**src/include/i2cs_pkg.sv**
```systemverilog
package i2cs_pkg;
    // ==========================================================
    // Register addresses
    // ==========================================================
    localparam logic [7:0] ADDR_HOLD_SETUP = 8'hd2;
    localparam logic [7:0] ADDR_STATUS     = 8'hd3;
    localparam logic [7:0] ADDR_DATA       = 8'hd4;
    localparam logic [7:0] ADDR_OWN        = 8'hd5;

    // ==========================================================
    // Reset values
    // ==========================================================
    localparam logic [7:0] HOLD_SETUP_RST = 8'h00;
    localparam logic [7:0] OWN_ADDR_RST   = 8'h00;
    localparam logic [7:0] DATA_RST       = 8'h00;

    // ==========================================================
    // Field positions
    // ==========================================================
    localparam int ST_GC    = 7;
    localparam int ST_STOP  = 6;
    localparam int ST_INTERRUPT_FLAG  = 5;
    localparam int ST_TX    = 4;
    localparam int ST_BUSY  = 3;
    localparam int ST_LOST  = 2;
    localparam int ST_NACK  = 1;
    localparam int ST_SLV   = 0;
    localparam int SETUP_EN = 7;
    localparam int OWN_GCEN = 0;

    // ==========================================================
    // Counts
    // ==========================================================
    localparam logic [3:0] BYTE_BITS = 4'h8;
    localparam int FIFO_W = 8;
    localparam int FIFO_D = 16;

    typedef enum logic [2:0] {
        S_IDLE, S_ADDR, S_ADDR_ACK, S_RXD, S_RX_ACK, S_TXD, S_TX_ACK
    } i2cs_state_e;
endpackage

```
**src/i2cs_core.sv**
```systemverilog
// What this block does
// Status register is read-only; its value serves as a service vector.
// Own address received with acknowledge enabled sets interrupt and acks.
// General call acked and interrupts only if address bit 0 and ack enabled.
// Master mode byte done, even with arbitration lost, sets interrupt.
// Selected slave sets interrupt after each byte received or sent.
// Stop while selected slave sets interrupt flag as stop interrupt.
// Reading the status register clears the interrupt flag, bit 5.
// Stop condition on the bus sets stop flag, bit 6.
// Bit 4 is one while acting as transmitter.
// Bit 3 is one while another master uses the bus.
// Bit 2 is one after losing arbitration as master.
// Bit 1 is one on not-acknowledge, zero on acknowledge.
// Bit 0 is one while in slave mode.
// Bit 7 is one when general call, not own address, was acked.
// Data register holds next byte to send or last byte received.
// Data shifts toward the top; bit 7 goes first on the bus.
// Own seven-bit address sits in bits 7..1; slave answers that and, with bit 0 set, the general call.
// Hold-time setup register at D2h, reset 00h, used in slave mode.
// Setup bit 7 clear means one sample, bits 6..0 ignored.
// Setup bit 7 set needs bits 6..0 plus one samples at fosc/2.
// Software programs 8Bh at 40 MHz for 600 ns hold time.
// Acknowledge enable pulls SDA low in ack clock, else releases it.
`timescale 1ns/1ps
module i2cs_core
    import i2cs_pkg::*;
#(
    parameter int FW = FIFO_W,
    parameter int FD = FIFO_D
) (
    input  wire logic          mclk,
    input  wire logic          resetn,
    input  wire logic [7:0]    sfr_addr,
    input  wire logic [7:0]    sfr_wdata,
    input  wire logic          sfr_wr,
    input  wire logic          sfr_rd,
    output logic [7:0]         sfr_rdata,
    input  wire logic          acknowledge_enable,
    input  wire logic          master_active,
    input  wire logic          master_tx,
    input  wire logic          master_byte_done,
    input  wire logic          master_arb_lost,
    input  wire logic          scl_in,
    output logic               scl_out,
    output logic               scl_oe_n,
    input  wire logic          sda_in,
    output logic               sda_out,
    output logic               sda_oe_n,
    output logic [FW-1:0]      rx_data,
    output logic               rx_valid,
    input  wire logic          rx_ready
);
    // ==========================================================
    // Registers and state
    // ==========================================================
    logic [7:0]  hold_time_detect_setup_reg;
    logic [7:0]  own_slave_address_reg;
    logic [7:0]  serial_data_shift_reg;
    i2cs_state_e state_reg;
    logic [3:0]  bit_reg;
    logic        ack_drv_reg;
    logic        tx_wait_reg;
    logic        pend_reg;
    logic        slv_evt_reg;
    logic        slave_role_flag_reg;
    logic        slv_tx_reg;
    logic        general_call_flag_reg;
    logic        interrupt_flag_reg;
    logic        stop_flag_reg;
    logic        other_master_active_reg;
    logic        arbitration_lost_reg;
    logic        nack_seen_reg;
    logic        master_q_reg;
    logic        samp_div_reg;
    logic [1:0]  filt_reg;
    logic [1:0]  filt_q_reg;
    logic [6:0]  hold_cnt_reg [2];
    logic [7:0]  bus_status;
    logic [6:0]  hold_limit;
    logic        samp_en;
    logic        scl_f;
    logic        sda_f;
    logic        start_det;
    logic        stop_det;
    logic        scl_rise;
    logic        scl_fall;
    logic        st_rd;
    logic        fifo_ready;
    logic        own_hit;
    logic        gc_hit;

    // ==========================================================
    // Start/stop hold-time filter
    // ==========================================================
    // Each line has its own filter; both use one hold limit, so start and stop see the same delay.
    assign samp_en    = samp_div_reg;
    assign hold_limit = hold_time_detect_setup_reg[SETUP_EN]
                        ? hold_time_detect_setup_reg[6:0] : 7'h00;
    assign scl_f = filt_reg[0];
    assign sda_f = filt_reg[1];

    always_ff @(posedge mclk or negedge resetn) begin
        if (!resetn) begin
            samp_div_reg <= 1'b0;
        end else begin
            samp_div_reg <= !samp_div_reg;
        end
    end

    genvar gi;
    generate
        for (gi = 0; gi < 2; gi++) begin : g_filt
            logic raw;
            assign raw = (gi == 0) ? scl_in : sda_in;
            always_ff @(posedge mclk or negedge resetn) begin
                if (!resetn) begin
                    filt_reg[gi]     <= 1'b1;
                    hold_cnt_reg[gi] <= 7'h00;
                end else if (raw == filt_reg[gi]) begin
                    hold_cnt_reg[gi] <= 7'h00;
                end else if (samp_en) begin
                    if (hold_cnt_reg[gi] == hold_limit) begin
                        filt_reg[gi]     <= raw;
                        hold_cnt_reg[gi] <= 7'h00;
                    end else begin
                        hold_cnt_reg[gi] <= hold_cnt_reg[gi] + 7'h01;
                    end
                end
            end
            a_hold_count: assert property (@(posedge mclk)
                disable iff (!resetn)
                $changed(filt_reg[gi]) |->
                $past(hold_cnt_reg[gi]) == $past(hold_limit))
                else $error("line changed before hold count");
        end
    endgenerate

    always_ff @(posedge mclk or negedge resetn) begin
        if (!resetn) begin
            filt_q_reg   <= 2'b11;
            master_q_reg <= 1'b0;
        end else begin
            filt_q_reg   <= filt_reg;
            master_q_reg <= master_active;
        end
    end

    assign scl_rise  = scl_f && !filt_q_reg[0];
    assign scl_fall  = !scl_f && filt_q_reg[0];
    assign start_det = scl_f && filt_q_reg[0] && !sda_f && filt_q_reg[1];
    assign stop_det  = scl_f && filt_q_reg[0] && sda_f && !filt_q_reg[1];

    // ==========================================================
    // Register access
    // ==========================================================
    assign st_rd = sfr_rd && (sfr_addr == ADDR_STATUS);
    assign bus_status = {general_call_flag_reg, stop_flag_reg,
                         interrupt_flag_reg, slv_tx_reg | master_tx,
                         other_master_active_reg, arbitration_lost_reg,
                         nack_seen_reg, slave_role_flag_reg};

    always_ff @(posedge mclk or negedge resetn) begin
        if (!resetn) begin
            hold_time_detect_setup_reg <= HOLD_SETUP_RST;
            own_slave_address_reg      <= OWN_ADDR_RST;
        end else if (sfr_wr) begin
            if (sfr_addr == ADDR_HOLD_SETUP) begin
                hold_time_detect_setup_reg <= sfr_wdata;
            end
            if (sfr_addr == ADDR_OWN) begin
                own_slave_address_reg <= sfr_wdata;
            end
        end
    end

    always_ff @(posedge mclk or negedge resetn) begin
        if (!resetn) begin
            sfr_rdata <= 8'h00;
        end else if (sfr_rd) begin
            unique case (sfr_addr)
                ADDR_HOLD_SETUP: sfr_rdata <= hold_time_detect_setup_reg;
                ADDR_STATUS:     sfr_rdata <= bus_status;
                ADDR_DATA:       sfr_rdata <= serial_data_shift_reg;
                ADDR_OWN:        sfr_rdata <= own_slave_address_reg;
                default:         sfr_rdata <= 8'h00;
            endcase
        end
    end

    // ==========================================================
    // Slave byte engine
    // ==========================================================
    assign own_hit = serial_data_shift_reg[7:1] ==
                     own_slave_address_reg[7:1];
    assign gc_hit  = serial_data_shift_reg == 8'h00 &&
                     own_slave_address_reg[OWN_GCEN];

    always_ff @(posedge mclk or negedge resetn) begin
        if (!resetn) begin
            state_reg             <= S_IDLE;
            bit_reg               <= 4'h0;
            ack_drv_reg           <= 1'b0;
            tx_wait_reg           <= 1'b0;
            pend_reg              <= 1'b0;
            slv_evt_reg           <= 1'b0;
            slave_role_flag_reg   <= 1'b0;
            slv_tx_reg            <= 1'b0;
            general_call_flag_reg <= 1'b0;
            nack_seen_reg         <= 1'b0;
            serial_data_shift_reg <= DATA_RST;
        end else begin
            slv_evt_reg <= 1'b0;
            if (pend_reg && fifo_ready) begin
                pend_reg <= 1'b0;
            end
            if (sfr_wr && sfr_addr == ADDR_DATA) begin
                serial_data_shift_reg <= sfr_wdata;
                tx_wait_reg           <= 1'b0;
            end
            if (start_det) begin
                state_reg   <= S_ADDR;
                bit_reg     <= 4'h0;
                ack_drv_reg <= 1'b0;
                tx_wait_reg <= 1'b0;
            end else if (stop_det) begin
                state_reg           <= S_IDLE;
                ack_drv_reg         <= 1'b0;
                tx_wait_reg         <= 1'b0;
                slave_role_flag_reg <= 1'b0;
                slv_tx_reg          <= 1'b0;
            end else if (scl_rise) begin
                unique case (state_reg)
                    S_ADDR, S_RXD: begin
                        serial_data_shift_reg <=
                            {serial_data_shift_reg[6:0], sda_f};
                        bit_reg <= bit_reg + 4'h1;
                    end
                    S_TXD: bit_reg <= bit_reg + 4'h1;
                    S_TX_ACK: nack_seen_reg <= sda_f;
                    S_RX_ACK: nack_seen_reg <= !ack_drv_reg;
                    default: ;
                endcase
            end else if (scl_fall) begin
                unique case (state_reg)
                    S_ADDR: if (bit_reg == BYTE_BITS) begin
                        if (acknowledge_enable && (own_hit || gc_hit)) begin
                            state_reg             <= S_ADDR_ACK;
                            ack_drv_reg           <= 1'b1;
                            slv_evt_reg           <= 1'b1;
                            slave_role_flag_reg   <= 1'b1;
                            slv_tx_reg <= serial_data_shift_reg[0];
                            general_call_flag_reg <=
                                gc_hit && !own_hit;
                        end else begin
                            state_reg <= S_IDLE;
                        end
                    end
                    S_ADDR_ACK: begin
                        ack_drv_reg <= 1'b0;
                        bit_reg     <= 4'h0;
                        state_reg   <= slv_tx_reg ? S_TXD : S_RXD;
                        tx_wait_reg <= slv_tx_reg;
                    end
                    S_TXD: if (bit_reg == BYTE_BITS) begin
                        state_reg   <= S_TX_ACK;
                        slv_evt_reg <= 1'b1;
                    end else begin
                        serial_data_shift_reg <=
                            {serial_data_shift_reg[6:0], 1'b0};
                    end
                    S_TX_ACK: begin
                        bit_reg     <= 4'h0;
                        state_reg   <= nack_seen_reg ? S_IDLE : S_TXD;
                        tx_wait_reg <= !nack_seen_reg;
                    end
                    S_RXD: if (bit_reg == BYTE_BITS) begin
                        state_reg   <= S_RX_ACK;
                        ack_drv_reg <= acknowledge_enable;
                        slv_evt_reg <= 1'b1;
                        pend_reg    <= 1'b1;
                    end
                    S_RX_ACK: begin
                        ack_drv_reg <= 1'b0;
                        bit_reg     <= 4'h0;
                        state_reg   <= ack_drv_reg ? S_RXD : S_IDLE;
                    end
                    default: ;
                endcase
            end
        end
    end

    a_gc_gated: assert property (@(posedge mclk) disable iff (!resetn)
        $rose(general_call_flag_reg) |->
        $past(own_slave_address_reg[OWN_GCEN] && acknowledge_enable))
        else $error("general call flag without enables");

    a_ack_drive: assert property (@(posedge mclk) disable iff (!resetn)
        state_reg == S_ADDR_ACK && !scl_f |-> !sda_oe_n)
        else $error("address not acknowledged on sda");

    a_msb_first: assert property (@(posedge mclk) disable iff (!resetn)
        state_reg == S_TXD && bit_reg != BYTE_BITS |->
        sda_oe_n == serial_data_shift_reg[7])
        else $error("transmit bit is not data bit 7");

    // ==========================================================
    // Status flags
    // ==========================================================
    always_ff @(posedge mclk or negedge resetn) begin
        if (!resetn) begin
            interrupt_flag_reg <= 1'b0;
        end else if (slv_evt_reg || master_byte_done || master_arb_lost
                     || (stop_det && slave_role_flag_reg)) begin
            interrupt_flag_reg <= 1'b1;
        end else if (st_rd) begin
            interrupt_flag_reg <= 1'b0;
        end
    end

    always_ff @(posedge mclk or negedge resetn) begin
        if (!resetn) begin
            stop_flag_reg <= 1'b0;
        end else if (stop_det) begin
            stop_flag_reg <= 1'b1;
        end else if (start_det) begin
            stop_flag_reg <= 1'b0;
        end
    end

    always_ff @(posedge mclk or negedge resetn) begin
        if (!resetn) begin
            other_master_active_reg <= 1'b0;
        end else if (stop_det || master_active) begin
            other_master_active_reg <= 1'b0;
        end else if (start_det) begin
            other_master_active_reg <= 1'b1;
        end
    end

    always_ff @(posedge mclk or negedge resetn) begin
        if (!resetn) begin
            arbitration_lost_reg <= 1'b0;
        end else if (master_arb_lost) begin
            arbitration_lost_reg <= 1'b1;
        end else if (master_active && !master_q_reg) begin
            arbitration_lost_reg <= 1'b0;
        end
    end

    a_interrupt_flag_clear: assert property (@(posedge mclk) disable iff (!resetn)
        st_rd && !slv_evt_reg && !master_byte_done && !master_arb_lost
        && !stop_det |=> !interrupt_flag_reg)
        else $error("status read left interrupt flag set");

    a_master_interrupt_flag: assert property (@(posedge mclk) disable iff (!resetn)
        master_byte_done || master_arb_lost |=> interrupt_flag_reg)
        else $error("master byte gave no interrupt");

    a_stop_interrupt_flag: assert property (@(posedge mclk) disable iff (!resetn)
        stop_det && slave_role_flag_reg |=>
        interrupt_flag_reg && stop_flag_reg && !slave_role_flag_reg)
        else $error("slave stop not flagged");

    a_stop_flag: assert property (@(posedge mclk) disable iff (!resetn)
        stop_det |=> bus_status[ST_STOP])
        else $error("stop flag not set");

    a_busy_start: assert property (@(posedge mclk) disable iff (!resetn)
        start_det && !master_active ##1 !master_active && !stop_det
        |-> bus_status[ST_BUSY] ##1 bus_status[ST_BUSY])
        else $error("bus busy not held after start");

    a_lost_flag: assert property (@(posedge mclk) disable iff (!resetn)
        master_arb_lost |=> bus_status[ST_LOST] && bus_status[ST_INTERRUPT_FLAG])
        else $error("arbitration loss not flagged");

    // ==========================================================
    // Receive buffer and pins
    // ==========================================================
    // A full buffer holds SCL low, so no received byte is ever dropped.
    i2cs_fifo #(
        .W (FW),
        .D (FD)
    ) u_rx_fifo (
        .mclk      (mclk),
        .resetn    (resetn),
        .in_data   (serial_data_shift_reg),
        .in_valid  (pend_reg),
        .in_ready  (fifo_ready),
        .out_data  (rx_data),
        .out_valid (rx_valid),
        .out_ready (rx_ready)
    );

    // The bus pins are open drain; only a low level is ever driven.
    assign scl_out  = 1'b0;
    assign sda_out  = 1'b0;
    assign scl_oe_n = !(!scl_f && (pend_reg || tx_wait_reg));
    assign sda_oe_n = !(((state_reg == S_ADDR_ACK || state_reg == S_RX_ACK)
                         && ack_drv_reg) ||
                        (state_reg == S_TXD && bit_reg != BYTE_BITS &&
                         !serial_data_shift_reg[7]));
endmodule

```
**src/i2cs_fifo.sv**
```systemverilog
`timescale 1ns/1ps
module i2cs_fifo #(
    parameter int W = 8,
    parameter int D = 16
) (
    input  wire logic         mclk,
    input  wire logic         resetn,
    input  wire logic [W-1:0] in_data,
    input  wire logic         in_valid,
    output logic              in_ready,
    output logic [W-1:0]      out_data,
    output logic              out_valid,
    input  wire logic         out_ready
);
    localparam int AW = $clog2(D);
    logic [W-1:0] mem [D];
    logic [AW:0]  wr_reg;
    logic [AW:0]  rd_reg;
    logic         full;
    logic         empty;

    assign empty     = (wr_reg == rd_reg);
    assign full      = (wr_reg[AW-1:0] == rd_reg[AW-1:0]) && !empty;
    assign in_ready  = !full;
    assign out_valid = !empty;
    assign out_data  = mem[rd_reg[AW-1:0]];

    always_ff @(posedge mclk) begin
        if (in_valid && !full) begin
            mem[wr_reg[AW-1:0]] <= in_data;
        end
    end

    always_ff @(posedge mclk or negedge resetn) begin
        if (!resetn) begin
            wr_reg <= '0;
            rd_reg <= '0;
        end else begin
            if (in_valid && !full) begin
                wr_reg <= wr_reg + 1'b1;
            end
            if (out_ready && !empty) begin
                rd_reg <= rd_reg + 1'b1;
            end
        end
    end
endmodule

```
**config.mk**
```make
export PLATFORM = sky130hd
export DESIGN_NAME = i2cs_core
export DESIGN_NICKNAME = d
export VERILOG_FILES = /design/src/include/i2cs_pkg.sv /design/src/i2cs_core.sv /design/src/i2cs_fifo.sv
export SDC_FILE = /design/constraint.sdc
export NUM_CORES = 1
export LEC_CHECK = 0
export BUFFER_PORTS_ARGS = -buffer_cell sky130_fd_sc_hd__buf_4
export CAP_MARGIN = 10
export CORE_MARGIN = 2
export CORE_UTILIZATION = 55
export CTS_BUF_LIST = sky130_fd_sc_hd__clkbuf_8 sky130_fd_sc_hd__clkbuf_16
export CTS_CLUSTER_DIAMETER = 120
export CTS_CLUSTER_SIZE = 16
export DETAILED_ROUTE_END_ITERATION = 6
export MAX_ROUTING_LAYER = met4
export PLACE_DENSITY_LB_ADDON = 0.12
export SETUP_SLACK_MARGIN = 0.5
export SYNTH_ARGS = -nofsm -noshare
export SYNTH_HDL_FRONTEND = slang
export SYNTH_SLANG_ARGS = --single-unit
```
**constraint.sdc**
```tcl
create_clock -name mclk -period 4.5 [get_ports mclk]
set_input_delay 0.675 -clock mclk [delete_from_list [all_inputs] [get_ports mclk]]
set_output_delay 0.675 -clock mclk [all_outputs]
set_load 0.1 [all_outputs]
```
==> results of run 1 <==
[layer usage]
layer	up-vias	share of wire [%]	track usage, %
li1	2662	-	-
met1	2926	43	33.3
met2	178	50	40.1
met3	33	4.9	3.13
met4	0	2.3	6.42
met5	-	0	-
[worst register-to-register path: stages (launching register included)]
cell and delay [ps]:
dfrtp_1 840, xor2_1 300, nor4_4 90, a21boi_2 320
nand2_1 180, nor2_1 900
[power breakdown]
| part | internal [µW] | switching, µW |
|---|---|---|
| Combinational | 113 | 139 |
| Clock | 696 | 655 |
| Sequential | 2250 | 257 |
| Total | 3060 | 1050 |
[cells in the final DEF, fill, tap and decap left out, types with 5 or more instances in the layout]
| cell | n |
|---|---|
| o21ai_0 | 33 |
| edfxtp_1 | 128 |
| ha_1 | 9 |
| mux4_2 | 40 |
| and2_1 | 5 |
| o32ai_1 | 6 |
| nand3_1 | 18 |
| a21oi_1 | 11 |
| inv_1 | 28 |
| nor3_1 | 9 |
| xnor2_1 | 21 |
| clkbuf_16 | 17 |
| or3_1 | 5 |
| nand2_1 | 60 |
| o21ai_1 | 8 |
| o2bb2ai_1 | 5 |
| nor2_1 | 32 |
| nand4b_1 | 6 |
| mux2_1 | 11 |
| buf_4 | 51 |
| nand4_1 | 7 |
| nor2b_1 | 6 |
| o22ai_1 | 6 |
| mux2_2 | 8 |
| a221oi_1 | 11 |
| xor2_1 | 11 |
| nand2b_1 | 8 |
| mux2i_1 | 15 |
| dfrtp_1 | 76 |
[metrics by stage]
stage	instances	hold WS [ps]	power [µW]	utilization, %
4_1_cts	944	307	4150	61.3
5_1_grt	947	307	4280	61.4
2_1_floorplan	682	352	2610	-
3_5_place_dp	915	453	2810	58.5
6_report	947	314	4110	61.4
3_3_place_gp	915	451	2790	58.5
[synth_stat cells (all sizes together) (4+ instances only)]
cell type,n
o21ai,41
xnor2,21
clkbuf,16
dfstp,4
and2,5
nor4,5
o2bb2ai,5
nand2b,8
nand2,60
nand3,18
mux2i,15
a21o,4
nor2b,6
xor2,11
nor2,33
buf,26
or3,5
ha,9
a21oi,11
nand4b,6
o22ai,6
mux2,19
mux4,40
a221oi,11
nand4,7
o32ai,6
dfrtp,77
inv,18
nor3,10
edfxtp,128
[logic make-up (layout without fill, tap and decap cells)]
kind of cell	after synthesis	count (layout)	synth area share [%]
multiplexers	74	74	13.2
XOR/XNOR	32	32	2.93
flip-flops	209	209	61.5
buffers and inverters	60	100	2.89
other	1	2	0.0392
AND/OR/NAND/NOR	178	178	9.51
AO/OA/AOI/OAI	118	118	8.73
adder cells (fa/ha/maj)	9	9	1.18
[how the worst max path moves through the flow]
stage                             start                  end  cells past startpoint
floorplan                    bit_reg[0]             sda_oe_n                      6
global placement    u_rx_fifo.rd_reg[3]  u_rx_fifo.mem[0][1]                      5
detailed placement  u_rx_fifo.rd_reg[1]  u_rx_fifo.mem[0][1]                      5
CTS                 u_rx_fifo.rd_reg[1]           rx_data[6]                      4
global route        u_rx_fifo.rd_reg[1]           rx_data[6]                      4
finish              u_rx_fifo.rd_reg[1]           rx_data[6]                      4
[area by class of cell]
class	instances	area share (%)
clock buffers	17	4.04
clock inverters	12	0.595
inverters	18	0.642
multi-input cells	413	32.4
flip-flops and latches	209	55.9
well taps	225	2.68
repair buffers	53	3.76
==> flow_metrics.tcl, run 1 <==
set metrics [dict create \
    status "finished clean" \
    skew_ps 20.0 \
    cp_top_family "multiplexers" \
    crit_path_start_kind "flip-flop" \
    hold_class "input pin to asynchronous set/reset pin" \
    routabilityCongestion 0.887 \
    grt_pass1_wl_um 33100 \
    htree_levels 1 \
    postSynthCellCount 681 \
    coreArea_mm2 0.0171 \
    layout-drive-gt1-share_pct 18.7 \
    yosys_warnings 0 \
    layout_setup_ws_ps 981 \
    grt_pass1_vias 5909 \
    drt_drc_violations_left 0 \
    max_stage_delay_ps 830 \
    worstPathMaxFanout 20 \
    reg2reg_depth 5 \
    cts_buffer_depth 3 \
    place_area_mm2 0.0100 \
    critPathRequiredTime_ps 3830 \
    vias_per_cell 6.12 \
    die_height_um 136 \
    nets 749 \
    cts_resized 0 \
    worst-setup-path-type "flip-flop to primary output" \
    postCtsSetupRepairBufs 0 \
    overflow 0 \
    final_area_mm2 0.0105 \
    async_reset_ff_share_pct 38.8 \
    slew_violations 0 \
    p_leak_uw 0.00387 \
    synth_area_mm2 0.00956 \
    worstMarginPinSlew_ps 1150 \
    slew_headroom_pct 22.9 \
    r2r_slack_ps 1480 \
    hold_viol 0 \
    crit_buf_inv 2 \
    fp-row-count 48 \
    power.density_mw_per_mm2 391 \
    num-fill-cells 1341 \
    synth_edf_count 128 \
    antenna_left 0 \
    synth_cell_types 71 \
    cts_tree "yes" \
    rr_startpoint "u_rx_fifo.rd_reg[3]" \
    diodes 0 \
    die-area_mm2 0.0184 \
    cp-end-kind "primary output" \
    tns_ps 0 \
    wl_per_cell_um 22.3 \
    period_share_pct 78.2 \
    multi_input_area_mm2 0.00341 \
    fmax_mhz 284 \
    synth_top_area_cell "edfxtp_1" \
    dr.pass1.iters 4 \
    synth_top_cells_by_area "edfxtp_1 (40%), dfrtp_1 (20%), mux4_2 (9.4%)" \
    vdd_drop_max_mv 0.272 \
    wirelength_um 21100 \
    grt_util_all_layers_pct 24.6 \
    pre_cts_slack_ps 1340 \
    crit_path_top_delay_cell "dfrtp_1" \
    ys_ff_latch 209 \
    synth-seq-area-share_pct 61.5 \
    hpwlAfterDp_um 14700 \
    cts_root_buffer "clkbuf_16" \
    setup_violations 0 \
    cts_made_buffers 17 \
    die_w_um 136 \
    largest_reg_flops 128 \
    clk_latency_ps 480 \
    start_util_pct 55.8 \
    vias 5799 \
    pin_count 49 \
    cts.sinks 209 \
    clk_pin_slew_ps 70 \
    ff_latch_area_mm2 0.00588 \
    antenna_found_initial 0 \
    arrival_ps 2840 \
    cap_viol_max_count 0 \
    syn2layout_area_growth_pct 10.1 \
    avgSynthCellArea_um2 14.0 \
    synth-main-ff-cell "edfxtp_1" \
    crit_chain "buf_4 -> mux4_2 -> mux4_2 -> buf_4" \
    port_buffers 46 \
    drt_iter0_drc 400 \
    synth_top_area_share_pct 40.2 \
    grt_max_degree 70 \
    r2r-end "u_rx_fifo.mem[8][3]" \
    rsz0062_at_grt "no" \
    fin_crit_ps 3520 \
    cts_hold_buffers 0 \
]
(Power assumes the default switching activity.)
==> run 2: changes to the inputs <==
--- a/config.mk
+++ b/config.mk
@@ -5,6 +5,7 @@
 export SDC_FILE = /design/constraint.sdc
 export NUM_CORES = 1
 export LEC_CHECK = 0
+export ABC_AREA = 1
 export BUFFER_PORTS_ARGS = -buffer_cell sky130_fd_sc_hd__buf_4
 export CAP_MARGIN = 10
 export CORE_MARGIN = 2
==> constraint.sdc (replaced) <==
create_clock -name mclk -period 2.9 [get_ports mclk]
set_input_delay 0.435 -clock mclk [delete_from_list [all_inputs] [get_ports mclk]]
set_output_delay 0.435 -clock mclk [all_outputs]
set_load 0.1 [all_outputs]
==> flow_metrics.tcl, run 2 <==
set metrics [dict create \
    status "finished clean" \
    grt_max_degree 46 \
    die-area_mm2 0.0187 \
    vias_per_cell 5.74 \
    dr_wl_met3_um 1160 \
    synth_edf_count 128 \
    pin_count 49 \
    ys_top_cells_by_count "nand2_1 (146), edfxtp_1 (128), nor2_1 (86)" \
    nets 1023 \
    dr.pass1.iters 5 \
    place_area_mm2 0.0104 \
    wl_per_cell_um 19.0 \
    crit_buf_inv 3 \
    hold_end "master_q_reg" \
    min-delay-start "master_active" \
    antenna_left 0 \
    period_share_pct 86.2 \
    fp-row-count 48 \
    crit_path_start_kind "flip-flop" \
    rr_startpoint "u_rx_fifo.rd_reg[0]" \
    layout_common_cells "nand2_1 (141), edfxtp_1 (128), inv_1 (86)" \
    vdd_drop_max_mv 1.51 \
    tns_ps 0 \
    layout-drive-gt1-share_pct 17.1 \
    pwr-share-comb_pct 42.1 \
    diodes 0 \
    crit_chain "buf_6 -> clkbuf_16 -> o21ai_0 -> o221ai_1 -> o211ai_1 -> nand2_1 -> buf_12" \
    final_area_mm2 0.0113 \
    hold_class "input pin to flip-flop" \
    power.density_mw_per_mm2 925 \
    grt_pass1_wl_um 36400 \
    worst-setup-path-type "flip-flop to primary output" \
    reg2reg_depth 8 \
    htree_levels 1 \
    switchingPower_uw 4190 \
    hpwlAfterDp_um 15500 \
    postSynthCellCount 912 \
    synth_cell_types 49 \
    yosys_warnings 0 \
    setup_violations 0 \
    clk_pin_slew_ps 70 \
    p_leak_uw 0.00459 \
    start_util_pct 56.1 \
    avgSynthCellArea_um2 10.6 \
    synth_area_mm2 0.00968 \
    routabilityCongestion 0.912 \
    num-fill-cells 1315 \
    grt_util_all_layers_pct 26.4 \
    rsz0062_at_grt "yes" \
    antenna_found_initial 0 \
    synth_top_area_share_pct 39.7 \
    cts_root_buffer "clkbuf_16" \
    synth_top_cells_by_area "edfxtp_1 (40%), dfrtp_1 (20%), nand2_1 (5.7%)" \
    synth_most_common_cell "nand2_1" \
    clk_latency_ps 470 \
    grt_pass1_vias 6754 \
    fin_crit_ps 2500 \
    wl_met2_um 11200 \
    multi_input_area_mm2 0.00347 \
    overflow 0 \
    top_layer "met4" \
    crit_path_top_delay_cell "dfrtp_2" \
    cp_top_family "buffers and inverters" \
    startpoint "u_rx_fifo.rd_reg[0]" \
    vias 7009 \
    ys_ff_latch 209 \
    skew_ps 17.0 \
    worstMarginPinSlew_ps 864 \
    r2r_slack_ps 640 \
    pre_cts_slack_ps 596 \
    ff_latch_area_mm2 0.00588 \
    slew_violations 0 \
    fmax_mhz 400 \
    p_clk_share_pct 20.1 \
    final_common_cell "nand2_1" \
    port_buffers 46 \
    layout_setup_ws_ps 400 \
    cts.sinks 209 \
    syn2layout_area_growth_pct 16.6 \
    cp-end-kind "primary output" \
    cts_tree "yes" \
    r2r-end "u_rx_fifo.mem[15][2]" \
    coreArea_mm2 0.0172 \
    p_int_uw 6250 \
    synth-main-ff-cell "edfxtp_1" \
    synth-seq-area-share_pct 60.7 \
    arrival_ps 2060 \
    cap_viol_max_count 0 \
    netSwitchingFraction_pct 40.2 \
    async_reset_ff_share_pct 38.8 \
    pwr-share-seq_pct 37.8 \
    largest_reg_flops 128 \
    m1WireLength_um 10200 \
    slew_headroom_pct 42.4 \
    cts_made_buffers 17 \
    max_stage_delay_ps 490 \
    synth_top_area_cell "edfxtp_1" \
    drt_iter0_drc 650 \
    hold_viol 0 \
    holdPathStages 1 \
    die_height_um 137 \
    cts_buffer_depth 3 \
    wirelength_um 23200 \
    fin_hold_ws_ps 76.3 \
    worstPathMaxFanout 6 \
    die_w_um 137 \
    drt_drc_violations_left 0 \
    critPathRequiredTime_ps 2470 \
]
run 2: layout make-up:
class / instances / share of cell area, %
Clock buffer: 17 / 3.77
Clock inverter: 12 / 0.510
Inverter: 84 / 2.85
Multi-Input combinational cell: 589 / 30.7
Sequential cell: 209 / 52.1
Tap cell: 225 / 2.49
Timing Repair Buffer: 85 / 7.58
run 2: layer usage:
metal  vias up  global-route usage, %
met4         0                   7.75
met3        47                   3.07
met2       232                   41.8
met1      3394                   36.3
met5         -                      -
li1       3336                      -
run 2: power by group through the flow:
| stage | Clock (µW) | Sequential, µW | Combinational [µW] |
|---|---|---|---|
| global route | 2220 | 3970 | 4690 |
| floorplan | 0 | 3910 | 2630 |
| global placement | 0 | 4010 | 3550 |
| CTS | 2140 | 3930 | 4170 |
| detailed placement | 0 | 4020 | 3570 |
| finish | 2100 | 3950 | 4390 |
run 2: cell families (layout without fill, tap and decap cells):
kind of cell / Yosys count / after routing / synth area share [%]
multiplexers: 32 / 32 / 3.32
flip-flops: 209 / 209 / 60.7
buffers and inverters: 115 / 198 / 4.89
other: 1 / 2 / 0.0387
XOR/XNOR: 37 / 37 / 3.35
AO/OA/AOI/OAI: 172 / 172 / 11.0
adder cells (fa/ha/maj): 9 / 9 / 1.16
AND/OR/NAND/NOR: 337 / 337 / 15.5
run 2: worst max-delay path by stage:
stage                     depth (start not counted)  slack, ps                   to
after floorplan                                   5        540  u_rx_fifo.rd_reg[1]
after CTS                                         7        430           rx_data[3]
after global routing                              6        260           rx_data[3]
final                                             7        400           rx_data[3]
after global placement                            6        620           rx_data[5]
after detailed placement                          6        600           rx_data[5]
run 2: metrics by stage:
step           cells  utilization (%)  power, µW
4_1_cts         1219             64.8      10200
2_1_floorplan    913                -       6540
6_report        1221             65.5      10400
3_3_place_gp    1181             60.3       7560
5_1_grt         1221             65.5      10900
3_5_place_dp    1181             60.3       7590
run 2: repair_timing:
action | in CTS | in global routing
resized for setup | 48 | 20
endpoints found under the hold margin | 19 | 0
pin swaps | 0 | 2
setup endpoints to repair | 8 | 30
gates cloned | 1 | 2
hold buffers | 1 | 0
setup buffers | 7 | 0
==> run 3: changes to the inputs <==
--- a/config.mk
+++ b/config.mk
@@ -8,7 +8,7 @@
 export ABC_AREA = 1
 export BUFFER_PORTS_ARGS = -buffer_cell sky130_fd_sc_hd__buf_4
 export CAP_MARGIN = 10
-export CORE_MARGIN = 2
+export CORE_MARGIN = 10
 export CORE_UTILIZATION = 55
 export CTS_BUF_LIST = sky130_fd_sc_hd__clkbuf_8 sky130_fd_sc_hd__clkbuf_16
 export CTS_CLUSTER_DIAMETER = 120
@@ -16,6 +16,7 @@
 export DETAILED_ROUTE_END_ITERATION = 6
 export MAX_ROUTING_LAYER = met4
 export PLACE_DENSITY_LB_ADDON = 0.12
+export REMOVE_ABC_BUFFERS = 1
 export SETUP_SLACK_MARGIN = 0.5
 export SYNTH_ARGS = -nofsm -noshare
 export SYNTH_HDL_FRONTEND = slang
==> flow_metrics.tcl, run 3 (synthesized netlist as in run 2, its figures left out) <==
set metrics [dict create \
    status "finished with violations" \
    violations "design-rule violations" \
    reg2reg_depth 10 \
    cp-end-kind "primary output" \
    port_buffers 46 \
    stdcell_count 1233 \
    rsz0062_at_grt "yes" \
    crit_path_top_delay_cell "dfrtp_2" \
    num-fill-cells 1358 \
    grt_pass1_wl_um 37800 \
    cts.sinks 209 \
    clk_latency_ps 490 \
    min-delay-start "master_active" \
    holdPathStages 1 \
    postLayoutCoreUtil_pct 67.2 \
    die_w_um 153 \
    wl_per_cell_um 19.4 \
    rr_startpoint "u_rx_fifo.rd_reg[0]" \
    worstMarginPinSlew_ps 735 \
    die_height_um 153 \
    cts_tree "yes" \
    drt_iter0_drc 669 \
    worstPathMaxFanout 13 \
    coreArea_mm2 0.0173 \
    die-area_mm2 0.0233 \
    setup_violations 0 \
    hold_end "master_q_reg" \
    cts_buffer_depth 3 \
    max_stage_delay_ps 430 \
    syn2layout_area_growth_pct 20.0 \
    crit_buf_inv 3 \
    pin_count 49 \
    vdd_drop_max_mv 1.37 \
    antenna_left 0 \
    cp_top_family "buffers and inverters" \
    skew_ps 28.7 \
    fp-row-count 48 \
    routabilityCongestion 0.918 \
    layout_common_cells "nand2_1 (139), edfxtp_1 (128), inv_1 (87)" \
    largest_reg_flops 128 \
    dr.pass1.iters 7 \
    crit_path_start_kind "flip-flop" \
    nets 1034 \
    hold_viol 0 \
    place_area_mm2 0.0104 \
    cap_viol_max_count 0 \
    drt_drc_violations_left 3 \
    htree_levels 1 \
    layout-drive-gt1-share_pct 19.5 \
    p_total_uw 11000 \
    hold_class "input pin to flip-flop" \
    hpwlAfterDp_um 15800 \
    vias_per_cell 5.71 \
    slew_headroom_pct 51.0 \
    slew_violations 0 \
    grt_pass1_vias 6845 \
    pre_cts_slack_ps 598 \
    wirelength_um 23900 \
    crit_chain "buf_6 -> buf_12 -> o21ai_0 -> o221ai_2 -> nand3_1 -> nand2_2 -> buf_12" \
    fin_crit_ps 2490 \
    grt_util_all_layers_pct 20.3 \
    r2r-end "u_rx_fifo.mem[0][4]" \
    power.density_mw_per_mm2 944 \
    critPathRequiredTime_ps 2470 \
    final_common_cell "nand2_1" \
    clk_pin_slew_ps 70 \
    cts_root_buffer "clkbuf_16" \
    layout_setup_ws_ps 411 \
    diodes 0 \
    cts_made_buffers 17 \
    overflow 0 \
    p_leak_uw 0.00472 \
    worst-setup-path-type "flip-flop to primary output" \
    final_area_mm2 0.0116 \
    r2r_slack_ps 770 \
    crit_top_cell "buf_12" \
    arrival_ps 2050 \
    period_share_pct 85.8 \
    startpoint "u_rx_fifo.rd_reg[0]" \
    start_util_pct 56.0 \
    grt_max_degree 57 \
    vias 7044 \
    antenna_found_initial 0 \
    fmax_mhz 402 \
    dp_cells 1182 \
]
## run 3: worst reg2reg max path, delay by kind of cell, from the launching register on
family | cells | cell delay (ps)
xor+xnor | 1 | 170
buf+inv | 4 | 630
flops | 1 | 430
simple gates | 5 | 600
## run 3: area by class of cell
| class | instances | area [µm²] | share of cell area [%] |
|---|---|---|---|
| Multi-Input combinational cell | 589 | 3560 | 30.7 |
| Timing Repair Buffer | 96 | 1070 | 9.22 |
| Tap cell | 225 | 282 | 2.42 |
| Inverter | 84 | 332 | 2.85 |
| Clock buffer | 17 | 425 | 3.66 |
| Sequential cell | 209 | 5880 | 50.6 |
| Clock inverter | 13 | 66.3 | 0.571 |
## run 3: layer usage
metal  GRT usage [%]  vias up  share of wire (%)
met5               -        -                  0
met4            6.63        0                2.8
met3            3.13       44                5.6
met2            31.9      234                 49
met1            26.4     3399                 43
li1                -     3367                  -
## run 3: worst max path at each step
stage | end | slack [ps] | cells after the start
global route | rx_data[0] | 340 | 7
global placement | rx_data[3] | 660 | 7
finish | rx_data[0] | 410 | 7
CTS | rx_data[3] | 430 | 7
detailed placement | rx_data[3] | 600 | 7
floorplan | rx_data[3] | -1470 | 5
## run 3: timing repair
action                                  in CTS  in global routing
endpoints found under the hold margin       25                  0
pin swaps                                   21                 15
cloned                                       4                  2
endpoints found under the setup margin       8                 19
gates resized for setup                     64                 41
setup buffers                               14                  0
hold buffers                                 1                  0
## run 3: power by group
group / internal (µW) / switching (µW) / leakage (µW)
logic: 1920 / 3040 / 0.00225
clock network: 1080 / 1040 / 0.000280
registers: 3590 / 297 / 0.00219
## run 3: metrics by stage
stage | hold slack [ps] | setup TNS, ps
4_1_cts | 61.4 | 0
6_report | 73.7 | 0
5_1_grt | 60.5 | 0
3_5_place_dp | 378 | 0
3_3_place_gp | 378 | 0
2_1_floorplan | 139 | -29720
